`config.mk`:
```
export PLATFORM = sky130hd
export DESIGN_NAME = swi_stopwatch
export DESIGN_NICKNAME = d
export VERILOG_FILES = /design/src/rtl/swi_pkg.sv /design/src/rtl/swi_bcd_digit.sv /design/src/rtl/swi_stopwatch.sv
export VERILOG_INCLUDE_DIRS = /design/src /design/src/rtl
export SDC_FILE = /design/constraint.sdc
export NUM_CORES = 1
export LEC_CHECK = 0
export BUFFER_PORTS_ARGS = -buffer_cell sky130_fd_sc_hd__buf_2
export CELL_PAD_IN_SITES_DETAIL_PLACEMENT = 1
export CELL_PAD_IN_SITES_GLOBAL_PLACEMENT = 2
export CORE_ASPECT_RATIO = 2
export CORE_MARGIN = 5
export CORE_UTILIZATION = 39
export DETAILED_ROUTE_END_ITERATION = 10
export GPL_TIMING_DRIVEN = 0
export PLACE_DENSITY_LB_ADDON = 0.1
export SYNTH_ARGS = -nofsm -noshare
export SYNTH_HDL_FRONTEND = slang
export SYNTH_SLANG_ARGS = --single-unit
```
`constraint.sdc`:
```
create_clock -name mclk -period 3.1 [get_ports mclk]
set_input_delay 0.31 -clock mclk [delete_from_list [all_inputs] [get_ports mclk]]
set_output_delay 0.31 -clock mclk [all_outputs]
set_load 0.02 [all_outputs]
```
`src/rtl/swi_cfg.svh`:
```
/*
 * Stopwatch interrupt/control block: addresses, bit positions,
 * reset values and timing figures.
 * Assumes inclusion by bare name; definitions only.
 */
`ifndef SWI_CFG_SVH
`define SWI_CFG_SVH

// ==========================================================
// register addresses
`define SWI_ADDR_GATES   16'hff16
`define SWI_ADDR_DIRECT  16'hff48
`define SWI_ADDR_KMASK   16'hff49
`define SWI_ADDR_CTRL    16'hff4a
`define SWI_ADDR_D_MS    16'hff4b
`define SWI_ADDR_D_CS    16'hff4c
`define SWI_ADDR_D_DS    16'hff4d
`define SWI_ADDR_IFLAG   16'hff4e
`define SWI_ADDR_IMASK   16'hff4f

// ==========================================================
// bit positions
`define SWI_GATE_SW      1
`define SWI_DIR_EN       0
`define SWI_DIR_SWAP     1
`define SWI_CTRL_CLR     0
`define SWI_CTRL_RUN     1
`define SWI_CTRL_RNW     2
`define SWI_CTRL_LCU     3
`define SWI_IRQ_TENTH    0
`define SWI_IRQ_ONE      1
`define SWI_IRQ_RUN      2
`define SWI_IRQ_LAP      3

// ==========================================================
// reset values and digit maximum
`define SWI_RST_NIB      4'h0
`define SWI_RST_KMASK    3'h0
`define SWI_DIGIT_MAX    4'h9

// ==========================================================
// timing
`define SWI_MCLK_HZ      200000000
`define SWI_MCLK_NS      5
`define SWI_SAMPLE_HZ    1024
`define SWI_MS_US        1000

`endif

```
`src/rtl/swi_pkg.sv`:
```
/*
 * Types shared by the stopwatch interrupt/control block.
 * Assumes nothing beyond a SystemVerilog compiler.
 */
package swi_pkg;

    typedef struct packed {
        logic [15:0] addr;
        logic [3:0]  wdata;
        logic        wr;
        logic        rd;
    } swi_bus_t;

    // capture buffer hold state
    typedef enum logic [1:0] {
        SWI_FREE    = 2'b00,
        SWI_HELD    = 2'b01,
        SWI_RENEWED = 2'b11
    } swi_hold_t;

endpackage : swi_pkg

```
`src/rtl/swi_bcd_digit.sv`:
```
/*
 * One BCD counter digit with wrap output.
 * Assumes inc is a one-cycle pulse on mclk.
 */
`timescale 1ns/100ps
`default_nettype none
`include "swi_cfg.svh"

module swi_bcd_digit (
    input  wire logic       mclk,
    input  wire logic       reset_n,
    input  wire logic       clear,
    input  wire logic       inc,
    output logic [3:0]      value,
    output logic            wrap
);

    // a clear swallows a wrap in the same cycle
    assign wrap = inc && !clear && (value == `SWI_DIGIT_MAX);

    always_ff @(posedge mclk or negedge reset_n) begin
        if (!reset_n) begin
            value <= `SWI_RST_NIB;
        end else if (clear) begin
            value <= `SWI_RST_NIB;
        end else if (inc) begin
            value <= wrap ? `SWI_RST_NIB : value + 4'h1;
        end
    end

endmodule : swi_bcd_digit
`default_nettype wire

```
`src/rtl/swi_stopwatch.sv`:
```
/*
 * Stopwatch control, direct key input, capture buffer, interrupt
 * flags and register port.
 * Assumes keys are raw pins, register port on mclk.
 */
// Notes on behaviour
// - hundredths overflow raises 10 Hz irq, tenths overflow raises 1 Hz irq
// - overflow is digit 9 to 0; matching factor flag set then
// - 10 Hz and 1 Hz each masked separately; flags set regardless
// - with direct input on, keys sampled at 1024 Hz tick; rising edge sets flag
// - run and lap irqs masked separately; flags set regardless
// - stopwatch clock gate bit enables counting; readable, resets 0
// - direct enable hands run/stop and lap to keys; readable, resets 0
// - direct enable change applies at next 1024 Hz tick
// - key swap bit: 0 pin a run, pin b lap; 1 swapped
// - read-only lap carry request bit, resets 0
// - writing 1 to clear bit resets counter; reads 0
// - unused bits and clear bit read 0; writes ignored
// - 3-bit key mask selects blocking keys; resets 0
// - run bit writable only with direct off; reads running state
// - renewed flag updated on tenths read; hold kept when renewed
// - hundredths and tenths registers read capture, thousandths reads live count while free; thousandths read triggers hold
`timescale 1ns/100ps
`default_nettype none
`include "swi_cfg.svh"

module swi_stopwatch #(
    parameter int unsigned SAMPLE_CYCLES = `SWI_MCLK_HZ / `SWI_SAMPLE_HZ,
    parameter int unsigned MS_CYCLES     = `SWI_MS_US * 1000 / `SWI_MCLK_NS
) (
    input  wire logic             mclk,
    input  wire logic             reset_n,
    input  wire swi_pkg::swi_bus_t bus,
    output logic [3:0]            bus_rdata,
    input  wire logic             key_pin_a,
    input  wire logic             key_pin_b,
    input  wire logic [5:0]       mask_keys,
    output logic [3:0]            unit_clock_gates,
    output logic [3:0]            irq_request,
    output logic                  stopwatch_running,
    output logic [11:0]           counter_digits
);

    // ==========================================================
    // register state
    logic [1:0]          direct_input_control;
    logic [2:0]          key_mask_select;
    logic [3:0]          irq_flags;
    logic [3:0]          irq_masks;
    logic                sw_run_pend;
    logic                key_control_enable_act;
    logic                running;
    logic [11:0]         capture;
    swi_pkg::swi_hold_t  hold_st;
    logic                lap_carry_request;
    logic                capture_renewed_flag;

    // ==========================================================
    // address decode
    wire wr_gates = bus.wr && bus.addr == `SWI_ADDR_GATES;
    wire wr_dir   = bus.wr && bus.addr == `SWI_ADDR_DIRECT;
    wire wr_kmask = bus.wr && bus.addr == `SWI_ADDR_KMASK;
    wire wr_ctrl  = bus.wr && bus.addr == `SWI_ADDR_CTRL;
    wire wr_iflag = bus.wr && bus.addr == `SWI_ADDR_IFLAG;
    wire wr_imask = bus.wr && bus.addr == `SWI_ADDR_IMASK;
    wire rd_ms    = bus.rd && bus.addr == `SWI_ADDR_D_MS;
    wire rd_ds    = bus.rd && bus.addr == `SWI_ADDR_D_DS;
    wire counter_clear = wr_ctrl && bus.wdata[`SWI_CTRL_CLR];
    wire key_control_enable = direct_input_control[`SWI_DIR_EN];
    wire key_role_swap      = direct_input_control[`SWI_DIR_SWAP];
    wire stopwatch_clock_gate = unit_clock_gates[`SWI_GATE_SW];

    // ==========================================================
    // 1024 Hz sampling tick, free running
    logic [17:0] smp_cnt;
    wire sample_tick = smp_cnt == 18'(SAMPLE_CYCLES - 1);

    always_ff @(posedge mclk or negedge reset_n) begin
        if (!reset_n) smp_cnt <= '0;
        else smp_cnt <= sample_tick ? '0 : smp_cnt + 18'h1;
    end

    // ==========================================================
    // key pins: three flops, accept once stages two and three agree
    logic [7:0] ks1, ks2, ks3, kf;
    wire  [7:0] kraw = {mask_keys, key_pin_b, key_pin_a};

    always_ff @(posedge mclk or negedge reset_n) begin
        if (!reset_n) begin
            ks1 <= '0;
            ks2 <= '0;
            ks3 <= '0;
            kf  <= '0;
        end else begin
            ks1 <= kraw;
            ks2 <= ks1;
            ks3 <= ks2;
            kf  <= (ks2 & ks3) | (kf & (ks2 | ks3));
        end
    end

    // ==========================================================
    // direct key decode and key mask
    localparam logic [5:0] KM_TABLE [8] = '{6'h00, 6'h01, 6'h03, 6'h07,
                                            6'h04, 6'h0c, 6'h1c, 6'h3c};
    logic blocked;
    logic run_int;
    logic lap_int;
    wire run_key  = key_role_swap ? kf[1] : kf[0];
    wire lap_key  = key_role_swap ? kf[0] : kf[1];
    wire mask_hit = |(kf[7:2] & KM_TABLE[key_mask_select]);
    wire next_run_int = key_control_enable_act && run_key && !blocked && !mask_hit;
    wire next_lap_int = key_control_enable_act && lap_key && !blocked && !mask_hit;
    wire run_edge = sample_tick && next_run_int && !run_int;
    wire lap_edge = sample_tick && next_lap_int && !lap_int;

    // blocking lasts until both keys are released with no mask key down
    always_ff @(posedge mclk or negedge reset_n) begin
        if (!reset_n) begin
            blocked  <= 1'b0;
            run_int  <= 1'b0;
            lap_int  <= 1'b0;
            key_control_enable_act <= 1'b0;
        end else if (sample_tick) begin
            blocked  <= mask_hit || (blocked && (run_key || lap_key));
            run_int  <= next_run_int;
            lap_int  <= next_lap_int;
            key_control_enable_act <= key_control_enable;
        end
    end

    // ==========================================================
    // run/stop, applied on the sampling tick
    always_ff @(posedge mclk or negedge reset_n) begin
        if (!reset_n) begin
            sw_run_pend <= 1'b0;
            running     <= 1'b0;
        end else begin
            if (wr_ctrl && !key_control_enable_act) sw_run_pend <= bus.wdata[`SWI_CTRL_RUN];
            if (sample_tick) begin
                if (key_control_enable_act) begin
                    running     <= running ^ run_edge;
                    sw_run_pend <= running ^ run_edge;
                end else begin
                    running <= sw_run_pend;
                end
            end
        end
    end

    // ==========================================================
    // counter chain, 1 ms step
    logic [17:0] ms_cnt;
    logic [2:0]  dwrap;
    wire count_en = running && stopwatch_clock_gate;
    wire ms_tick  = count_en && ms_cnt == 18'(MS_CYCLES - 1);
    wire [2:0] dinc = {dwrap[1:0], ms_tick};

    always_ff @(posedge mclk or negedge reset_n) begin
        if (!reset_n) ms_cnt <= '0;
        else if (counter_clear || ms_tick) ms_cnt <= '0;
        else if (count_en) ms_cnt <= ms_cnt + 18'h1;
    end

    for (genvar i = 0; i < 3; i++) begin : g_digit
        swi_bcd_digit u_digit (
            .mclk    (mclk),
            .reset_n (reset_n),
            .clear   (counter_clear),
            .inc     (dinc[i]),
            .value   (counter_digits[4*i +: 4]),
            .wrap    (dwrap[i])
        );
    end

    // ==========================================================
    // interrupt flags: set beats a same-cycle clear
    wire [3:0] irq_set = {lap_edge, run_edge, dwrap[2], dwrap[1]};
    wire [3:0] irq_clr = wr_iflag ? bus.wdata : 4'h0;
    wire [3:0] next_irq_flags = (irq_flags & ~irq_clr) | irq_set;
    wire [3:0] next_irq_masks = wr_imask ? bus.wdata : irq_masks;

    always_ff @(posedge mclk or negedge reset_n) begin
        if (!reset_n) begin
            irq_flags   <= `SWI_RST_NIB;
            irq_masks   <= `SWI_RST_NIB;
            irq_request <= `SWI_RST_NIB;
        end else begin
            irq_flags   <= next_irq_flags;
            irq_masks   <= next_irq_masks;
            irq_request <= next_irq_flags & next_irq_masks;
        end
    end

    // ==========================================================
    // capture buffer; a lap in the same cycle as a read wins
    always_ff @(posedge mclk or negedge reset_n) begin
        if (!reset_n) begin
            capture              <= '0;
            hold_st              <= swi_pkg::SWI_FREE;
            lap_carry_request    <= 1'b0;
            capture_renewed_flag <= 1'b0;
        end else if (lap_edge) begin
            capture           <= counter_digits;
            lap_carry_request <= irq_flags[`SWI_IRQ_ONE];
            hold_st <= (hold_st == swi_pkg::SWI_FREE) ? swi_pkg::SWI_HELD
                                                      : swi_pkg::SWI_RENEWED;
        end else if (rd_ms && hold_st == swi_pkg::SWI_FREE) begin
            capture           <= counter_digits;
            lap_carry_request <= irq_flags[`SWI_IRQ_ONE];
            hold_st           <= swi_pkg::SWI_HELD;
        end else if (rd_ds) begin
            capture_renewed_flag <= hold_st == swi_pkg::SWI_RENEWED;
            hold_st <= (hold_st == swi_pkg::SWI_RENEWED) ? swi_pkg::SWI_HELD
                                                         : swi_pkg::SWI_FREE;
        end
    end

    // ==========================================================
    // plain registers
    always_ff @(posedge mclk or negedge reset_n) begin
        if (!reset_n) begin
            unit_clock_gates     <= `SWI_RST_NIB;
            direct_input_control <= 2'h0;
            key_mask_select      <= `SWI_RST_KMASK;
        end else begin
            if (wr_gates) unit_clock_gates <= bus.wdata;
            if (wr_dir) direct_input_control <= bus.wdata[1:0];
            if (wr_kmask) key_mask_select <= bus.wdata[2:0];
        end
    end

    // ==========================================================
    // read mux; unused bits and clear bit read zero
    wire [3:0] ctrl_rd = {lap_carry_request, capture_renewed_flag, running, 1'b0};
    wire [3:0] ms_rd = (hold_st == swi_pkg::SWI_FREE) ? counter_digits[3:0]
                                                      : capture[3:0];
    wire [3:0] rd_value =
        (bus.addr == `SWI_ADDR_GATES)  ? unit_clock_gates :
        (bus.addr == `SWI_ADDR_DIRECT) ? {2'h0, direct_input_control} :
        (bus.addr == `SWI_ADDR_KMASK)  ? {1'b0, key_mask_select} :
        (bus.addr == `SWI_ADDR_CTRL)   ? ctrl_rd :
        (bus.addr == `SWI_ADDR_D_MS)   ? ms_rd :
        (bus.addr == `SWI_ADDR_D_CS)   ? capture[7:4] :
        (bus.addr == `SWI_ADDR_D_DS)   ? capture[11:8] :
        (bus.addr == `SWI_ADDR_IFLAG)  ? irq_flags :
        (bus.addr == `SWI_ADDR_IMASK)  ? irq_masks : 4'h0;

    always_ff @(posedge mclk or negedge reset_n) begin
        if (!reset_n) bus_rdata <= 4'h0;
        else bus_rdata <= bus.rd ? rd_value : 4'h0;
    end

    assign stopwatch_running = running;
endmodule : swi_stopwatch
`default_nettype wire

```
# Yosys cells after proc, flatten, opt, wreduce, memory -nomap -nowiden
# Memories as Yosys holds them, arrays and structs flattened.
# Index checks and enable logic that the tools add are counted.
# totals
ff_bits,127
latch_bits,0
mem_bits_rw,0
romBits,48
inputBits,32
elab_cells,151
memories,1
# mem_list
memory,depth,word_bits,read_ports,rd_clocked_by_memory_dff,wr,line,source
(no name shown),8,6,1,0,0,swi_stopwatch.sv:111,wire mask_hit = |(kf[7:2] & KM_TABLE[key_mask_select]);
# classes
n_addsub,5
multipliers,0
div,0
magnitude_cmp,1
eq_ne,15
shifts,0
muxes,42
n_bitwise,13
reduce_logical,48
# op_table
op,count
equality test 16 bit (second input constant),9
2-to-1 mux 4 bit,22
2-to-1 mux 18 bit,3
adder 18 x 1 -> 18 bit (second input constant),2
equality test 18 bit (second input constant),2
logical AND 1 bit,30
2-to-1 mux 12 bit,2
AND 8 bit,2
OR 8 bit,2
adder 4 x 1 -> 4 bit (second input constant),3
equality test 4 bit (second input constant),3
2-to-1 mux 6 bit,2
nonzero test 2 bit,5
2-to-1 mux 1 bit,9
AND 4 bit,2
2-to-1 mux 2 bit,4
AND 6 bit,1
logical NOT 1 bit,6
OR reduction 6 bit,1
>= comparator 4 bit (second input constant),1
NOT 3 -> 4 bit,1
NOT 4 bit,1
OR 4 bit,1
logical OR 1 bit,3
other kinds (6),7

# Logic depth before layout (Yosys ltp)
# Gate-level depths: netlist (run 1).
# depth
depth_word,13
mapped_depth,9
mapped_depth_nobuf,7

# Modules after synthesis
# From an unflattened synthesis (run 1), not the netlist that was laid out.
# hier_totals
hier_cells,523
area_unflattened_um2,5928.2
# modules_own_cells
mod,instances,cells_each,area_each_um2
swi_stopwatch,1,448,5188.7
swi_bcd_digit,3,25,246.5

# Least setup slack after synthesis (run 1)
# No wires, ideal clock.
# synth_timing
kind,reg2reg
start,register smp_cnt[0]
end,register capture[10]
arrival_ns,2.161
required_time_ns,2.975
path_slack_ns,0.814
path_stages_with_launch,9
path_buffers,2
cell_sequence,dfrtp_1 ha_1 and3_1 and2_1 and4_1 clkbuf_1 a22oi_2 buf_2 mux2_2
# synth_via
elab_chain_cells,4
elab_cells_between_ends,5
# synth_lines
element,line,source
from (decl),swi_stopwatch.sv:75,logic [17:0] smp_cnt;
from (signal assigned),swi_stopwatch.sv:80,else smp_cnt <= sample_tick ? '0 : smp_cnt + 18'h1;
equality test 18 bit *,swi_stopwatch.sv:76,wire sample_tick = smp_cnt == 18'(SAMPLE_CYCLES - 1);
logical AND 1 bit * (2 in series),swi_stopwatch.sv:115,wire lap_edge = sample_tick && next_lap_int && !lap_int;
2-to-1 mux 12 bit or nonzero test 2 bit (tied branches),--,
to (signal assigned),swi_stopwatch.sv:204,capture <= counter_digits;
to (signal assigned),swi_stopwatch.sv:209,capture <= counter_digits;
to (decl),swi_stopwatch.sv:53,logic [11:0] capture;
# Every way passes the cells marked *; elsewhere a longest branch is shown, timed or not.
# A chain may end at the register's enable or synchronous reset.

# Worst setup path after layout (run 1)
# layout_timing
start,register smp_cnt[0]
end,register capture[4]
# Same word-level chain as after synthesis.

==> results of run 1 <==
## cells in the mapped netlist (all sizes together) (3+ instances only)
| library cell | instances | share of area |
|---|---|---|
| a21boi | 6 | 0.0075 |
| a21oi | 27 | 0.023 |
| a22oi | 3 | 0.0046 |
| and2 | 8 | 0.0084 |
| and3 | 12 | 0.013 |
| and3b | 3 | 0.0046 |
| and4 | 8 | 0.012 |
| buf | 7 | 0.0071 |
| clkbuf | 14 | 0.0088 |
| dfrtp | 127 | 0.53 |
| ha | 8 | 0.017 |
| inv | 15 | 0.0094 |
| maj3 | 8 | 0.013 |
| mux2 | 26 | 0.049 |
| mux2i | 12 | 0.020 |
| mux4 | 3 | 0.011 |
| nand2 | 50 | 0.031 |
| nand2b | 4 | 0.0042 |
| nand3 | 30 | 0.025 |
| nand4 | 12 | 0.013 |
| nand4b | 3 | 0.0044 |
| nor2 | 39 | 0.025 |
| nor2b | 7 | 0.0073 |
| nor3 | 11 | 0.0092 |
| nor4 | 6 | 0.014 |
| nor4bb | 3 | 0.0050 |
| o21a | 3 | 0.0038 |
| o21ai | 17 | 0.014 |
| o221ai | 3 | 0.0044 |
| o31ai | 4 | 0.0050 |
| or3 | 15 | 0.016 |
| or4 | 3 | 0.0038 |
| or4b | 3 | 0.0057 |
| xnor2 | 11 | 0.016 |
| xor2 | 10 | 0.015 |
## registers in the layout (all words and copies together) (netlist names), 2 cells and up
signal / flops
irq_masks: 4
ks1: 8
smp_cnt: 18
ks2: 8
kf: 8
irq_request: 4
capture: 12
unit_clock_gates: 4
ks3: 8
bus_rdata: 4
irq_flags: 4
direct_input_control: 2
ms_cnt: 18
g_digit.u_digit.value: 12
hold_st: 2
key_mask_select: 3
## worst register-to-register path, stage by stage (launching register included)
cell	delay, ps
dfrtp_1	410
ha_1	230
and3_1	230
and2_1	210
and4_1	210
clkbuf_1	210
a22oi_2	420
buf_2	350
mux2_2	370
## worst paths after layout
check | startpoint | end
worst max-delay path | smp_cnt[0] | capture[4]
worst min-delay path | bus[5] | unit_clock_gates[3]
worst max register to register | smp_cnt[0] | capture[4]
worst min register to register | ks1[5] | ks2[5]
max in group asynchronous | reset_n | kf[4]
min in group asynchronous | reset_n | ms_cnt[10]
## routing by layer
metal	vias to the layer above	part of all wire	GRT usage
met5	-	0	0
met4	0	0.030	0.0876
met3	29	0.022	0.0328
met2	63	0.58	0.373
met1	2305	0.36	0.199
li1	2138	-	-
## cells by family after synthesis
group / count (synthesis) / synth area share
adders and majority gates: 16 / 0.0302
DFF: 127 / 0.532
xor gates and xnor gates: 21 / 0.0308
and+or+nand+nor: 228 / 0.216
buffers and inverters: 36 / 0.0253
muxes: 41 / 0.0804
AOI/OAI and AO/OA: 79 / 0.0853
## layout by cell type (no fill, tap or decap), types with 4 or more instances in the layout
cell type | netlist | layout
dfrtp_1 | 127 | 127
buf_2 | 4 | 57
nand2_1 | 50 | 50
nor2_1 | 39 | 39
nand3_1 | 30 | 30
a21oi_1 | 26 | 26
mux2_2 | 26 | 26
o21ai_0 | 17 | 17
clkbuf_16 | 0 | 17
inv_1 | 15 | 15
or3_1 | 15 | 15
clkbuf_1 | 14 | 14
mux2i_1 | 12 | 12
nand4_1 | 12 | 12
nor3_1 | 11 | 11
and3_1 | 11 | 11
xnor2_1 | 11 | 11
xor2_1 | 10 | 10
dlygate4sd3_1 | 0 | 9
maj3_1 | 8 | 8
ha_1 | 8 | 8
nor2b_1 | 7 | 7
and4_1 | 7 | 7
and2_1 | 7 | 7
inv_6 | 0 | 7
a21boi_0 | 6 | 6
o31ai_1 | 4 | 4
nand2b_1 | 4 | 4
## power by group through the flow
stage / Clock, uW / Sequential (uW) / Combinational, uW
6_report: 2010 / 1700 / 137
3_5_place_dp: 0 / 1730 / 131
2_1_floorplan: 0 / 1720 / 48.6
3_3_place_gp: 0 / 1730 / 122
4_1_cts: 2060 / 1700 / 141
5_1_grt: 2150 / 1700 / 154
## stage by stage
stage / total power (uW) / utilization / setup WS (ps) / area [sq um] / hold slack, ps
floorplan: 1770 / - / 814 / 5970 / 14.4
global placement: 1850 / 0.427 / 11.0 / 6490 / 331
detailed placement: 1860 / 0.429 / 302 / 6530 / 336
CTS: 3900 / 0.474 / 306 / 7210 / 148
global route: 4000 / 0.474 / 236 / 7210 / 149
finish: 3850 / 0.474 / 340 / 7210 / 160
## cell type report
class | instances | area [sq um] | area share
buffer | 21 | 95.1 | 0.0132
clock buffer | 19 | 453 | 0.0628
clock inverter | 13 | 140 | 0.0194
inverter | 15 | 56.3 | 0.00781
multi-input combinational | 385 | 2640 | 0.367
sequential | 127 | 3180 | 0.441
tap | 198 | 248 | 0.0344
timing repair buffer | 64 | 394 | 0.0547
## timing repair
action                                 in CTS  in global routing
hold buffers                                9                  0
endpoints found under the hold margin      67                  0
resized for setup                           0                  0
==> flow_metrics.tcl, run 1 <==
set metrics [dict create \
    syn_area_sq_um 5970 \
    numPortBuffers 54 \
    critPathTopFamily "simple AND/OR/NAND/NOR gates" \
    grt_pass1_vias 5027 \
    nets 671 \
    yosys_warnings 0 \
    p_switching_uw 929 \
    area_delta_synth_final_pct 20.7 \
    clockBufferDepth 2 \
    cts_sinks 127 \
    synth-seq-cells 127 \
    drive_above_1_share 0.213 \
    clk_pin_slew_ps 60 \
    leakage_uw 0.00326 \
    path_cells "ha_1, and3_1, and2_1, and4_1, clkbuf_1, a22oi_2, buf_2, mux2_2" \
    synth_nets 588 \
    drt-initial-drc-count 169 \
    syn_inst 548 \
    critical_path_buf_inv_count 2 \
    start_util 0.393 \
    worstSetupPathType "flip-flop to flip-flop" \
    final_cells 842 \
    clock.fmax_ghz 0.362 \
    setup_viol 0 \
    fin_skew_ps 8.24 \
    relSlewSlack 0.540 \
    seqPwrFrac 0.442 \
    drv_slew 0 \
    clkPwrFrac 0.523 \
    required_ps 3400 \
    cts_tree "built" \
    diodes 0 \
    cp_max_fo 10 \
    timing.final.crit_share 0.890 \
    die_x_um 97.5 \
    r2r_cells 8 \
    slowest_stage "a22oi_2" \
    overflow 0 \
    path_depth 8 \
    worst_slew_pin_slew_ps 681 \
    root_buffer "clkbuf_16" \
    synth_cell_types 66 \
    combPwrFrac 0.036 \
    dominantRegCellSynth "dfrtp_1" \
    grt_usage 0.192 \
    drc 0 \
    power.density_nw_per_um2 533 \
    arrival_ps 3060 \
    via_per_inst 5.39 \
    ant_nets 0 \
    io_pins 57 \
    coreArea_sq_um 15200 \
    avgRoutedWirePerCell_um 19.4 \
    min_path_cells 2 \
    peakVddDrop_mv 0.346 \
    hold_class "input pin to flip-flop" \
    dpl.cell_count 801 \
    rsz0062_at_grt "no" \
    status "complete, no violations" \
    critical_path.startpoint_type "flip-flop" \
    cap_violations 0 \
    synth_area_per_cell_sq_um 10.9 \
    max_stage_delay_ps 420 \
    ys_seq_area_frac 0.532 \
    end_kind "flip-flop" \
    ff2ff_setup_slack_ps 340 \
    die_y_um 185 \
    sw_frac_of_total 0.242 \
    first_pass_iters 4 \
    dp_hpwl_um 12200 \
    fillerInstances 1692 \
    dieArea_sq_um 18000 \
    period_needed_ps 2760 \
    cts_buffers 17 \
    clock_latency_ps 420 \
    gp_congestion 0.888 \
    grt_pass1_wl_um 27100 \
    vias 4535 \
    htreeDepth 4 \
    post_cts_buffers 0 \
    hold_viol 0 \
    final.setup.tns_ps 0 \
    antenna_found_initial 0 \
    postSynth.asyncResetShare 1.00 \
    rows 64 \
    p_int_uw 2920 \
    wl_um 16300 \
    synth_edf_count 0 \
    grt_start_max_net_pins 69 \
]
Note: power is estimated with default switching activity, not from simulation.
==> inputs of run 2 (changes only) <==
--- a/config.mk
+++ b/config.mk
@@ -6,12 +6,13 @@
 export SDC_FILE = /design/constraint.sdc
 export NUM_CORES = 1
 export LEC_CHECK = 0
+export ABC_AREA = 1
 export BUFFER_PORTS_ARGS = -buffer_cell sky130_fd_sc_hd__buf_2
 export CELL_PAD_IN_SITES_DETAIL_PLACEMENT = 1
 export CELL_PAD_IN_SITES_GLOBAL_PLACEMENT = 2
 export CORE_ASPECT_RATIO = 2
 export CORE_MARGIN = 5
-export CORE_UTILIZATION = 39
+export CORE_UTILIZATION = 36
 export DETAILED_ROUTE_END_ITERATION = 10
 export GPL_TIMING_DRIVEN = 0
 export PLACE_DENSITY_LB_ADDON = 0.1
==> flow_metrics.tcl, run 2 <==
set metrics [dict create \
    synth_area_leaders "dfrtp_1 51%, nand2_1 8.4%, inv_1 5.6%" \
    worst_slew_pin_slew_ps 690 \
    worstSetupPathType "flip-flop to flip-flop" \
    avgRoutedWirePerCell_um 18.4 \
    gp_congestion 0.854 \
    relSlewSlack 0.536 \
    synth_edf_count 0 \
    wl_um 19000 \
    period_needed_ps 2240 \
    diodes 0 \
    antenna_found_initial 0 \
    grt_start_max_net_pins 77 \
    synthMuxAreaShare 0.00180 \
    ctsResizeCount 0 \
    cts_sinks 127 \
    most-common-layout-cells "139 x nand2_1, 127 x dfrtp_1, 94 x inv_1" \
    fin_ws_ps 858 \
    syn_area_sq_um 6250 \
    critical_path.startpoint_type "flip-flop" \
    drv_slew 0 \
    dominantRegCellSynth "dfrtp_1" \
    synth_xor_area_frac 0.0252 \
    ant_nets 0 \
    final_cells 1034 \
    grt_usage 0.200 \
    drt-initial-drc-count 130 \
    cts_buffers 17 \
    whs_ps 19.3 \
    synthAdderAreaFrac 0.0288 \
    synth_area_per_cell_sq_um 8.58 \
    via_per_inst 5.17 \
    synthSimpleGateAreaFrac 0.262 \
    power.density_nw_per_um2 528 \
    drc 0 \
    fin_skew_ps 12.9 \
    synth_nets 768 \
    netlist.area_leader.share 0.509 \
    end_kind "flip-flop" \
    cap_violations 0 \
    layout_commonest_cell "nand2_1" \
    grt_pass1_vias 5984 \
    htreeDepth 4 \
    dp_hpwl_um 14900 \
    overflow 0 \
    dieArea_sq_um 20300 \
    root_buffer "clkbuf_16" \
    synth_top_area_cell "dfrtp_1" \
    cp_max_fo 10 \
    ys_seq_area_frac 0.509 \
    io_pins 57 \
    hold_viol 0 \
    place_ws_ps 840 \
    numPortBuffers 55 \
    final_util 0.439 \
    synth_top_family_by_area "simple AND/OR/NAND/NOR gates" \
    yosysMostFrequentCell "nand2_1" \
    rows 68 \
    synth_cell_types 49 \
    die_y_um 196 \
    leakage_uw 0.00359 \
    synth-seq-cells 127 \
    yosys_warnings 0 \
    clk_pin_slew_ps 60 \
    syn_inst 728 \
    arrival_ps 2560 \
    vias 5346 \
    area_delta_synth_final_pct 20.7 \
    clock_latency_ps 410 \
    postSynth.asyncResetShare 1.00 \
    first_pass_iters 4 \
    required_ps 3420 \
    reg.largest.list "ms_cnt (18), smp_cnt (18)" \
    clock.fmax_ghz 0.446 \
    die_x_um 103 \
    clockBufferDepth 2 \
    hold_class "input pin to flip-flop" \
    rsz0062_at_grt "no" \
    start_util 0.364 \
    grt_pass1_wl_um 30800 \
    nets 851 \
    timing.final.crit_share 0.723 \
    peakVddDrop_mv 0.261 \
    synthTopCellsByCount "139 x nand2_1, 127 x dfrtp_1, 94 x inv_1, 61 x nor2_1" \
    status "complete, no violations" \
    coreArea_sq_um 17200 \
    synth_compound_area_frac 0.106 \
    dpl.cell_count 994 \
    drive_above_1_share 0.154 \
    cts_tree "built" \
    setup_viol 0 \
]
[run 2: kinds of logic (layout without fill, tap and decap cells)]
group	after synthesis	count (layout)
adders and majority gates	16	16
AOI/OAI and AO/OA	116	116
DFF	127	127
xor gates and xnor gates	18	18
and+or+nand+nor	342	342
muxes	1	1
buffers and inverters	108	204
[run 2: worst paths after layout]
| kind | to | slack [ps] | startpoint | cells past startpoint |
|---|---|---|---|---|
| max | capture[4] | 860 | smp_cnt[0] | 10 |
| min | ks1[3] | 20 | mask_keys[1] | 1 |
| max reg2reg | capture[4] | 860 | smp_cnt[0] | 10 |
| min reg2reg | ks2[4] | 350 | ks1[4] | 0 |
| max in group asynchronous | capture[10] | 1920 | reset_n | 3 |
| min in group asynchronous | smp_cnt[6] | 420 | reset_n | 2 |
[run 2: what timing repair did]
action                                  CTS  global route
hold buffers                              8             0
endpoints found under the hold margin    58             0
endpoints found under the setup margin    0             0
setup buffers                             0             0
[run 2: where the power goes]
part | total [uW] | switching, uW | internal [uW] | leakage [uW]
combinational | 118 | 79.2 | 39.0 | 0.00166
clock | 2170 | 734 | 1430 | 0.000310
sequential | 1700 | 14.8 | 1690 | 0.00161
[run 2: per-stage QoR]
step | total power [uW] | TNS (ps) | instance area (sq um)
6_report | 3980 | 0 | 7540
5_1_grt | 4140 | 0 | 7540
3_3_place_gp | 1830 | -68.9 | 6790
3_5_place_dp | 1840 | 0 | 6820
4_1_cts | 4050 | 0 | 7540
2_1_floorplan | 1760 | 0 | 6250
[run 2: per-layer routing]
metal	part of all wire	up-vias	GRT usage
met3	0.018	38	0.0295
li1	-	2579	-
met5	0	-	0
met4	0.030	0	0.0807
met2	0.59	73	0.386
met1	0.36	2656	0.205
[run 2: critical path: stages (launching register included)]
cell	delay, ps
dfrtp_1	360
ha_1	190
nand3_1	180
nor4_1	330
nand4_1	220
nor3_1	200
nand2_1	100
nand2_1	130
inv_2	110
buf_6	160
o21ai_0	170
[run 2: final cells by class]
class	instances	area [sq um]
Buffer	7	38.8
Fill cell	2077	9640
Sequential cell	127	3180
Tap cell	210	263
Clock buffer	23	488
Timing Repair Buffer	64	389
Multi-Input combinational cell	493	2650
Inverter	101	384
Clock inverter	9	154
